## config.mk

```make
export PLATFORM = sky130hd
export DESIGN_NAME = pa_port_b
export DESIGN_NICKNAME = d
export VERILOG_FILES = /design/src/logic/pa_pkg.sv /design/src/logic/pa_pin_cell.sv /design/src/logic/pa_port_b.sv /design/src/logic/pa_sync2.sv
export SDC_FILE = /design/constraint.sdc
export NUM_CORES = 1
export LEC_CHECK = 0
export ABC_CLOCK_PERIOD_IN_PS = 3650
export BUFFER_PORTS_ARGS = -buffer_cell sky130_fd_sc_hd__buf_4
export CORE_MARGIN = 3
export CORE_UTILIZATION = 37
export CTS_BUF_LIST = sky130_fd_sc_hd__clkbuf_2
export DETAILED_ROUTE_END_ITERATION = 8
export GPL_TIMING_DRIVEN = 0
export PLACE_DENSITY = 0.71
export SLEW_MARGIN = 20
export SYNTH_ARGS = -nofsm -noshare
export SYNTH_HDL_FRONTEND = slang
export SYNTH_SLANG_ARGS = --single-unit
```

## constraint.sdc

```tcl
create_clock -name clk -period 3.65 [get_ports clk]
set_input_delay 0.1825 -clock clk [delete_from_list [all_inputs] [get_ports clk]]
set_output_delay 0.1825 -clock clk [all_outputs]
set_load 0.02 [all_outputs]
```

## src/logic/pa_pkg.sv

```systemverilog
// constants for the port b pin override block
// Function
// - pull-up follows override value, else on only when dir, latch, disable are 0b010
// - active pull-up override forces pull-up on or off, ignoring register bits
// - direction override value drives the output enable, else the direction bit does
// - active direction override enables or disables the driver regardless of direction bit
// - enabled driver sends the value override level, else the output latch bit
// - toggle override enable inverts the pin output latch bit
// - input enable follows override value, else follows the sleep state
// - alternate digital input tapped after the input stage, before the synchronizer
// - analog path goes straight to the pad, bypassing digital stages
// - strobes shared per port, clock, sleep, pull-up disable global, rest per pin
// - control register: pin select bit 7, pull-up disable 4, vector bits 1, 0
// - global pull-up disable switches off every pull-up without an active pull-up override, even input-with-pull-up pins
// - serial slave mode forces port b pin 7 to input
// - serial master mode leaves pin 7 direction to its direction bit
// - pin 7 forced input keeps its pull-up under the output latch bit
// - pin 7 stage0 out1, analog 4, serial clock; pin 6 analog 7, capture, stage1 out1
// - pin 1 mosi, stage2 out1; pin 0 miso, stage2 out0
// - pin 5 analog 6, irq2; pin 2 analog 5, irq1; pins 4, 3 amplifier
// - all pins tri-stated while reset is active, even without clock
// - serial slave mode forces pin 1 to input, pull-up stays under latch and disable
// - serial master forces pin 0 to input; as slave its direction bit rules
package pa_pkg;
   localparam int PIN_COUNT = 8;
   localparam logic [7:0] ADDR_MCU_CONTROL = 8'h00;
   localparam logic [7:0] ADDR_DIRECTION = 8'h04;
   localparam logic [7:0] ADDR_LATCH = 8'h08;
   localparam logic [7:0] ADDR_PIN = 8'h0c;
   localparam int BIT_SERIAL_PIN_SELECT = 7;
   localparam int BIT_PULLUP_DISABLE = 4;
   localparam int BIT_VECTOR_SELECT = 1;
   localparam int BIT_VECTOR_CHANGE = 0;
   localparam logic [7:0] MCU_WRITE_MASK = 8'h93;
   localparam logic [7:0] MCU_RESET = 8'h00;
   localparam logic [7:0] DIRECTION_RESET = 8'h00;
   localparam logic [7:0] LATCH_RESET = 8'h00;
   localparam int PIN_SERIAL_CLOCK = 7;
   localparam int PIN_CAPTURE = 6;
   localparam int PIN_IRQ2 = 5;
   localparam int PIN_AMP_POS = 4;
   localparam int PIN_AMP_NEG = 3;
   localparam int PIN_IRQ1 = 2;
   localparam int PIN_MOSI = 1;
   localparam int PIN_MISO = 0;
endpackage

```

## src/logic/pa_pin_cell.sv

```systemverilog
// combinational override resolution for one port pin
`timescale 1ns/1ps
module pa_pin_cell (
   input wire logic pin_direction_bit,
   input wire logic pin_output_latch,
   input wire logic global_pullup_disable,
   input wire logic sleep,
   input wire logic forced_input,
   input wire logic pullup_override_en,
   input wire logic pullup_override_val,
   input wire logic dir_override_en,
   input wire logic dir_override_val,
   input wire logic value_override_en,
   input wire logic value_override_val,
   input wire logic input_en_override_en,
   input wire logic input_en_override_val,
   output logic drive_en,
   output logic drive_val,
   output logic pullup_on,
   output logic input_on
);
   logic dir_eff;

   always_comb begin
      // a serial-forced input counts as direction zero for the pull-up too
      dir_eff = pin_direction_bit & ~forced_input;
      if (dir_override_en) begin
         drive_en = dir_override_val;
      end else begin
         drive_en = dir_eff;
      end
      if (value_override_en) begin
         drive_val = value_override_val;
      end else begin
         drive_val = pin_output_latch;
      end
      if (pullup_override_en) begin
         pullup_on = pullup_override_val;
      end else begin
         pullup_on = ~dir_eff & pin_output_latch & ~global_pullup_disable;
      end
      if (input_en_override_en) begin
         input_on = input_en_override_val;
      end else begin
         input_on = ~sleep;
      end
   end
endmodule

```

## src/logic/pa_port_b.sv

```systemverilog
// port b pin override block with apb register access
`timescale 1ns/1ps
module pa_port_b
   import pa_pkg::*;
#(
   parameter int PINS = PIN_COUNT
) (
   input wire logic clk,
   input wire logic reset_n,
   input wire logic psel,
   input wire logic penable,
   input wire logic pwrite,
   input wire logic [7:0] paddr,
   input wire logic [31:0] pwdata,
   output logic [31:0] prdata,
   output logic pready,
   output logic pslverr,
   input wire logic sleep,
   input wire logic spi_enable,
   input wire logic spi_master,
   input wire logic [PINS-1:0] pullup_override_en,
   input wire logic [PINS-1:0] pullup_override_val,
   input wire logic [PINS-1:0] dir_override_en,
   input wire logic [PINS-1:0] dir_override_val,
   input wire logic [PINS-1:0] value_override_en,
   input wire logic [PINS-1:0] value_override_val,
   input wire logic [PINS-1:0] toggle_override_en,
   input wire logic [PINS-1:0] input_en_override_en,
   input wire logic [PINS-1:0] input_en_override_val,
   input wire logic [PINS-1:0] pad_in,
   input wire logic [PINS-1:0] pad_analog,
   output logic [PINS-1:0] pad_out,
   output logic [PINS-1:0] pad_oe,
   output logic [PINS-1:0] pullup_en,
   output logic [PINS-1:0] input_en,
   output logic [PINS-1:0] alt_digital_in,
   output logic [PINS-1:0] alt_analog_io,
   output logic global_pullup_disable,
   output logic serial_pin_select,
   output logic vector_select,
   output logic vector_change_en
);
   ////////////////////////////////////////////////////////////////////////////////
   // register state
   logic [7:0] mcu_control_reg;
   logic [7:0] mcu_control_next;
   logic [PINS-1:0] direction_reg;
   logic [PINS-1:0] direction_next;
   logic [PINS-1:0] latch_reg;
   logic [PINS-1:0] latch_next;
   logic [31:0] prdata_reg;
   logic [31:0] prdata_next;
   logic pready_reg;
   logic pready_next;
   logic pslverr_reg;
   logic pslverr_next;
   logic [PINS-1:0] pad_out_reg;
   logic [PINS-1:0] pad_oe_reg;
   logic [PINS-1:0] pullup_reg;
   logic [PINS-1:0] input_en_reg;
   logic [PINS-1:0] drive_en_next;
   logic [PINS-1:0] drive_val_next;
   logic [PINS-1:0] pullup_next;
   logic [PINS-1:0] input_en_next;
   logic [PINS-1:0] forced_input;
   logic [PINS-1:0] pin_sync;
   logic setup_phase;
   logic access_done;
   logic addr_hit;
   logic wr_mcu;
   logic wr_direction;
   logic wr_latch;
   logic wr_pin;
   logic pullup_off;

   assign pullup_off = mcu_control_reg[BIT_PULLUP_DISABLE];

   ////////////////////////////////////////////////////////////////////////////////
   // apb decode
   assign setup_phase = psel & ~penable;
   assign access_done = psel & penable & pready_reg;
   assign addr_hit = (paddr == ADDR_MCU_CONTROL) || (paddr == ADDR_DIRECTION) ||
                     (paddr == ADDR_LATCH) || (paddr == ADDR_PIN);
   assign wr_mcu = access_done & pwrite & (paddr == ADDR_MCU_CONTROL);
   assign wr_direction = access_done & pwrite & (paddr == ADDR_DIRECTION);
   assign wr_latch = access_done & pwrite & (paddr == ADDR_LATCH);
   assign wr_pin = access_done & pwrite & (paddr == ADDR_PIN);

   // answer is prepared in setup so pready and prdata both come from flops
   always_comb begin
      pready_next = setup_phase;
      prdata_next = prdata_reg;
      pslverr_next = pslverr_reg;
      if (setup_phase) begin
         pslverr_next = ~addr_hit;
         prdata_next = 32'h00000000;
         if (!pwrite) begin
            unique case (paddr)
               ADDR_MCU_CONTROL: prdata_next = {24'h000000, mcu_control_reg};
               ADDR_DIRECTION: prdata_next = {24'h000000, direction_reg};
               ADDR_LATCH: prdata_next = {24'h000000, latch_reg};
               ADDR_PIN: prdata_next = {24'h000000, pin_sync};
               default: prdata_next = 32'h00000000;
            endcase
         end
      end
   end

   ////////////////////////////////////////////////////////////////////////////////
   // software registers
   always_comb begin
      mcu_control_next = mcu_control_reg;
      direction_next = direction_reg;
      latch_next = latch_reg;
      if (wr_mcu) begin
         mcu_control_next = pwdata[7:0] & MCU_WRITE_MASK;
      end
      if (wr_direction) begin
         direction_next = pwdata[PINS-1:0];
      end
      if (wr_latch) begin
         latch_next = pwdata[PINS-1:0];
      end
      if (wr_pin) begin
         latch_next = latch_next ^ pwdata[PINS-1:0];
      end
      // hardware toggle applied after the software write so neither is lost
      latch_next = latch_next ^ toggle_override_en;
   end

   always_ff @(posedge clk or negedge reset_n) begin
      if (!reset_n) begin
         mcu_control_reg <= MCU_RESET;
         direction_reg <= DIRECTION_RESET;
         latch_reg <= LATCH_RESET;
         prdata_reg <= 32'h00000000;
         pready_reg <= 1'b0;
         pslverr_reg <= 1'b0;
      end else begin
         mcu_control_reg <= mcu_control_next;
         direction_reg <= direction_next;
         latch_reg <= latch_next;
         prdata_reg <= prdata_next;
         pready_reg <= pready_next;
         pslverr_reg <= pslverr_next;
      end
   end

   ////////////////////////////////////////////////////////////////////////////////
   // serial interface forcing on the spi pins
   always_comb begin
      forced_input = '0;
      forced_input[PIN_SERIAL_CLOCK] = spi_enable & ~spi_master;
      forced_input[PIN_MOSI] = spi_enable & ~spi_master;
      forced_input[PIN_MISO] = spi_enable & spi_master;
   end

   ////////////////////////////////////////////////////////////////////////////////
   // per-pin resolution; every pin has its own override wires, pud and sleep are shared
   // pin roles: 7 sck/analog 4, 6 capture/analog 7, 5 irq2, 4/3 amplifier, 2 irq1
   for (genvar i = 0; i < PINS; i++) begin : g_pin
      pa_pin_cell u_cell (
         .pin_direction_bit(direction_reg[i]),
         .pin_output_latch(latch_reg[i]),
         .global_pullup_disable(pullup_off),
         .sleep(sleep),
         .forced_input(forced_input[i]),
         .pullup_override_en(pullup_override_en[i]),
         .pullup_override_val(pullup_override_val[i]),
         .dir_override_en(dir_override_en[i]),
         .dir_override_val(dir_override_val[i]),
         .value_override_en(value_override_en[i]),
         .value_override_val(value_override_val[i]),
         .input_en_override_en(input_en_override_en[i]),
         .input_en_override_val(input_en_override_val[i]),
         .drive_en(drive_en_next[i]),
         .drive_val(drive_val_next[i]),
         .pullup_on(pullup_next[i]),
         .input_on(input_en_next[i])
      );
   end

   // pad controls re-resolved every clock; reset clears the enables asynchronously
   always_ff @(posedge clk or negedge reset_n) begin
      if (!reset_n) begin
         pad_oe_reg <= '0;
         pad_out_reg <= '0;
         pullup_reg <= '0;
         input_en_reg <= '0;
      end else begin
         pad_oe_reg <= drive_en_next;
         pad_out_reg <= drive_val_next;
         pullup_reg <= pullup_next;
         input_en_reg <= input_en_next;
      end
   end

   ////////////////////////////////////////////////////////////////////////////////
   // input paths
   pa_sync2 #(
      .WIDTH(PINS)
   ) u_pin_sync (
      .clk(clk),
      .reset_n(reset_n),
      .async_in(pad_in),
      .sync_out(pin_sync)
   );

   // unsynchronized on purpose: receivers sync it themselves or use it as a clock
   assign alt_digital_in = pad_in & input_en_reg;
   // the analog side has no digital stage at all
   assign alt_analog_io = pad_analog;

   assign prdata = prdata_reg;
   assign pready = pready_reg;
   assign pslverr = pslverr_reg;
   assign pad_out = pad_out_reg;
   assign pad_oe = pad_oe_reg;
   assign pullup_en = pullup_reg;
   assign input_en = input_en_reg;
   assign global_pullup_disable = mcu_control_reg[BIT_PULLUP_DISABLE];
   assign serial_pin_select = mcu_control_reg[BIT_SERIAL_PIN_SELECT];
   assign vector_select = mcu_control_reg[BIT_VECTOR_SELECT];
   assign vector_change_en = mcu_control_reg[BIT_VECTOR_CHANGE];
endmodule

```

## src/logic/pa_sync2.sv

```systemverilog
// two-stage synchronizer for pad levels
`timescale 1ns/1ps
module pa_sync2 #(
   parameter int WIDTH = 8
) (
   input wire logic clk,
   input wire logic reset_n,
   input wire logic [WIDTH-1:0] async_in,
   output logic [WIDTH-1:0] sync_out
);
   logic [WIDTH-1:0] stage1_reg;
   logic [WIDTH-1:0] stage2_reg;

   // stage1 feeds stage2 only
   always_ff @(posedge clk or negedge reset_n) begin
      if (!reset_n) begin
         stage1_reg <= '0;
         stage2_reg <= '0;
      end else begin
         stage1_reg <= async_in;
         stage2_reg <= stage1_reg;
      end
   end

   assign sync_out = stage2_reg;
endmodule

```

Yosys cells after proc, flatten, opt, wreduce, memory -nomap -nowiden
Cells that the tools add are included.
- memories kept: 0
- latch bits: 0
- bits in read-only memories: 0
- word-level logic and storage cells: 102
- input bits: 136
- bits in writable memories: 0
- output and inout bits: 86
- flip-flop bits (word level): 102
- $mul: 0
- div/mod/pow operators: 0
- bitwise gates (word level): 47
- add/sub/neg operators: 0
- order comparisons: 0
- equal/unequal tests: 3
- shift-type cells: 0
- reductions and logical operators: 4
- mux-type cells: 36
- operators by type and width (cell ; count):
    2-to-1 mux 1 bit ; 32
    one-hot mux 8 bit (4 select lines) ; 1
    bitwise AND 1 bit ; 29
    2-to-1 mux 8 bit ; 3
    == test 8 x 4 -> 1 bit (second input constant) ; 2
    bitwise XOR 8 bit ; 2
    inverter 1 bit ; 15
    bitwise AND 8 bit ; 1
    == test 8 x 3 -> 1 bit (second input constant) ; 1
    zero test 8 bit ; 1
    logical OR 1 bit ; 3

Depth between registers and ports, before layout
- depth after elaboration: 8
- mapped depth: 6
- gate-level depth less buffers: 5

Modules after synthesis
Synthesis repeated with hierarchy kept, for this count alone.
- cells, all modules: 310
- area total of the unflattened synthesis: 3683.5 sq um
- by module, submodules not included (module ; instances ; area each (sq um) ; cells an instance):
    pa_port_b ; 1 ; 2752.6 ; 222
    pa_pin_cell ; 8 ; 66.3 ; 9
    pa_sync2 ; 1 ; 400.4 ; 16

Worst setup path after synthesis
OpenSTA, ideal clock, no wires.
- kind: input-to-reg
- from: input port paddr[1]
- to: register direction_reg[0]
- path buffers: 1
- data arrival time: 1892 ps
- setup slack: 1633 ps
- stages on the path: 5
- required time: 3525 ps
- cell sequence: or4_4 -> or2_4 -> or4_1 -> buf_6 -> mux2_4
- word-level cells in the longest chain between the ends: 2
- ends and longest elaborated chain (element ; line ; text):
    start, declared ; pa_port_b.sv:13 ; input wire logic [7:0] paddr,
    == test 8 x 3 -> 1 bit ; pa_port_b.sv:85 ; assign wr_direction = access_done & pwrite & (paddr == ADDR_DIRECTION);
    bitwise AND 1 bit ; pa_port_b.sv:85 ;
    end signal, assigned ; pa_port_b.sv:141 ; direction_reg <= direction_next;
    end, declared ; pa_port_b.sv:47 ; logic [PINS-1:0] direction_reg;
Every way passes these cells.
A chain may end at the register's enable or synchronous reset.

Worst setup path after layout
- from: register pready_reg (netlist: pready)
- to: register latch_reg[6]
- word-level cells in the longest chain between the ends: 7
- ends and longest elaborated chain (element ; line ; text):
    start, declared ; pa_port_b.sv:53 ; logic pready_reg;
    start signal, assigned ; pa_port_b.sv:144 ; pready_reg <= pready_next;
    bitwise AND 1 bit * ; pa_port_b.sv:81 ; assign access_done = psel & penable & pready_reg;
    bitwise AND 1 bit * ; pa_port_b.sv:86, pa_port_b.sv:87 ;
    bitwise AND 1 bit ; pa_port_b.sv:86 ; assign wr_latch = access_done & pwrite & (paddr == ADDR_LATCH);
    2-to-1 mux 8 bit ; pa_port_b.sv:121 ; if (wr_latch) begin
    bitwise XOR 8 bit ; pa_port_b.sv:125 ; latch_next = latch_next ^ pwdata[PINS-1:0];
    2-to-1 mux 8 bit * ; pa_port_b.sv:124 ; if (wr_pin) begin
    bitwise XOR 8 bit * ; pa_port_b.sv:128 ; latch_next = latch_next ^ toggle_override_en;
    named net latch_next[6] ; pa_port_b.sv:50 ; logic [PINS-1:0] latch_next;
    end signal, assigned ; pa_port_b.sv:142 ; latch_reg <= latch_next;
    end, declared ; pa_port_b.sv:49 ; logic [PINS-1:0] latch_reg;
Mark *: on every way through the listed nets, which the timed path passes. The rest lies on a longest branch.

==> metrics.txt <==
status complete, no violations; first-pass GRT wire length approximately 16,000 um; fin area around 0.0059 mm2; CP Launch Point pready; I/O Pins approximately 220; Yosys warning count 0; Avg Vias per Cell roughly 4.7; grt total ovfl 0; CP required 4.05 ns; # Post-CTS Setup Buffers 0; Placer Congestion 0.808; CTS clk-pin slew, worst paths about 0.2 ns; initial core utilization around two fifths; Worst R2R Setup Slack approximately 1.0 ns; Post-CTS Resized 0; nature of the critical path endpoint flip-flop; Final Hold Vio Count 0; r2r startpoint pready; R2R depth 6; # DRC 0; H-tree depth 3; Buf+Inv Stages, Crit Path 2; ys async rst share 100%; PD cells 391 mW/mm2; via count between 3,000 and 4,000; Rows 34; peak supply drop around 190 uV; Setup TNS 0 ns; mapped cell area approximately 0.0034 mm2; gr usage total between 20% and 30%; crit path kind flip-flop to flip-flop; vias in the first global route roughly 3,500; Hold Crit Endpoint prdata[6]; antenna viol nets, final 0; Sink Count ~80; Seq/Total Area, Yosys about 57%; largest net degree at the start of global routing 79; delay-heaviest family, CP buffers and inverters; Distinct cells, synth 32; Tmin final between 2 and 3 ns; reg-to-reg endpoint latch_reg[6]; layout cells sized above 1 between 40% and 50%; Max-Slew Margin vs Limit between 30% and 40%; clk root buf clkbuf_2; Final Routed Wirelength ~11,000 um; Die Wd about 100 um; Hold Path Depth 4; ys flop type dfrtp_1; worst skew pair latency just under 0.5 ns; static leakage between 2 and 3 nW; Pins Over Slew Limit 0; Cell Chain, Critical Path nand4_1, nor4_2, buf_2, a31oi_1, xnor2_1, dlygate4sd3_1; crit path DAT approximately 3 ns; DRT Pass-1 Iters 4; Final #Nets a little over 700; Area after DPL roughly 0.0049 mm2; die area roughly 0.011 mm2; area grow syn2layout 72.5%; Avg WL per Cell 15.0 um; Hold Path Class primary input to flip-flop; Post-synth EDFFs 0; Clock Path Buffers 2; fin crit share a little under three quarters; antenna violations before repair 0; Post-Synthesis Mean Instance Area 11.5 um2; detailed placement HPWL about 6800 um; CTS Buf Count 9; FF+latch area approximately 0.002 mm2; IO Port Bufs around 170; CP max stage cell nor4_2; fmax ~380 MHz; max incr delay on CP 0.67 ns; minimum hold slack around 0.15 ns; 1st-iter DRT viols 52; max-cap violations 0; CP startpoint kind flip-flop; area of the multi-input gates roughly 0.0013 mm2; Tightest Pin Transition a little under 1 ns; RSZ-0062 raised after global routing no; die height about 100 um; n_diodes 0; Critical Path Fanout Max 10; Hold Crit Start paddr[4]; Filler Cell Count between 600 and 700; Final Setup Violations 0; CTS tree built; clock skew between 0.02 and 0.025 ns; Synth Instances roughly 300; Placeable Area around 0.0089 mm2; number of synthesized register bits 78
## how the worst max path moves through the flow
| stage | endpoint | slack (ns) | depth (start not counted) |
|---|---|---|---|
| after floorplan | direction_reg[0] | 1.63 | 5 |
| after global placement | latch_reg[4] | 1.33 | 7 |
| after detailed placement | latch_reg[4] | 1.28 | 7 |
| after CTS | latch_reg[6] | 1.11 | 6 |
| after global routing | latch_reg[6] | 0.86 | 6 |
| final | latch_reg[6] | 1.03 | 6 |
## per-stage QoR
| stage | power [mW] | cells | worst slack [ns] | util [%] |
|---|---|---|---|---|
| after floorplan | 1.39 | 322 | 1.63 | - |
| after global placement | 1.66 | 595 | 1.33 | 55.2 |
| after detailed placement | 1.67 | 595 | 1.28 | 55.2 |
| after CTS | 2.34 | 702 | 1.11 | 66.8 |
| after global routing | 2.46 | 702 | 0.858 | 66.8 |
| final | 2.32 | 702 | 1.03 | 66.8 |
## cells in the mapped netlist (5+ instances only)
master / instances / share of area [%]
mux2_4: 8 / 3.5
nor2_1: 11 / 1.2
nand3_1: 7 / 1.0
and2_1: 8 / 1.5
nand2_1: 41 / 4.5
a21oi_1: 18 / 2.6
xor2_1: 7 / 1.8
clkbuf_1: 5 / 0.54
mux2_2: 18 / 5.9
o21ai_0: 31 / 4.5
dfrtp_1: 78 / 57
buf_4: 32 / 7.0
## worst reg2reg max path, cell delays in order (launching register included)
cell and delay, ns:
dfrtp_1 0.39, nand4_1 0.22, nor4_2 0.67, buf_2 0.39
a31oi_1 0.16, xnor2_1 0.15, dlygate4sd3_1 0.56
## power by group
group          switching (mW)  internal [mW]  total (mW)
sequential             0.0907          0.979        1.07
combinational           0.321          0.420       0.741
clock                   0.289          0.222       0.512
total                   0.701           1.62        2.32
## cell families after synthesis
logic type	Yosys count	synth area share [%]
DFF	78	56.6
muxes	34	13.1
buffers and inverters	43	8.42
AOI/OAI and AO/OA	55	8.42
xor gates and xnor gates	8	2.03
other	1	0.109
and+or+nand+nor	80	11.2
## area by class of cell
| type | instances | area share (%) |
|---|---|---|
| clock inverters | 6 | 1.28 |
| inverters | 3 | 0.189 |
| flip-flops and latches | 78 | 32.8 |
| multi-input cells | 201 | 21.7 |
| well taps | 108 | 2.27 |
| plain buffers | 40 | 4.69 |
| repair buffers | 256 | 36.2 |
| clock buffers | 10 | 0.842 |
## layout by cell type (no fill, tap or decap), drive strengths merged, types with 7 or more instances in the layout
cell / n
conb: 24
clkbuf: 15
buf: 200
nor2: 11
nand3: 7
a21oi: 18
dfrtp: 78
and2: 8
xor2: 7
nand2: 41
dlygate4sd3: 91
o21ai: 31
mux2: 26
## repair_timing
item,4_1_cts,5_1_grt
endpoints found under the setup margin,0,0
hold endpoints to repair,146,0
hold buffers,91,0
## layer usage
metal	wire [um]	GRT usage [%]	part of all wire, %
met3	797	5.14	7.6
met1	4000	23.2	38
met2	5510	36.4	52
met4	218	8.58	2.1
met5	0	0	0
Note: power is estimated with default switching activity, not from simulation.
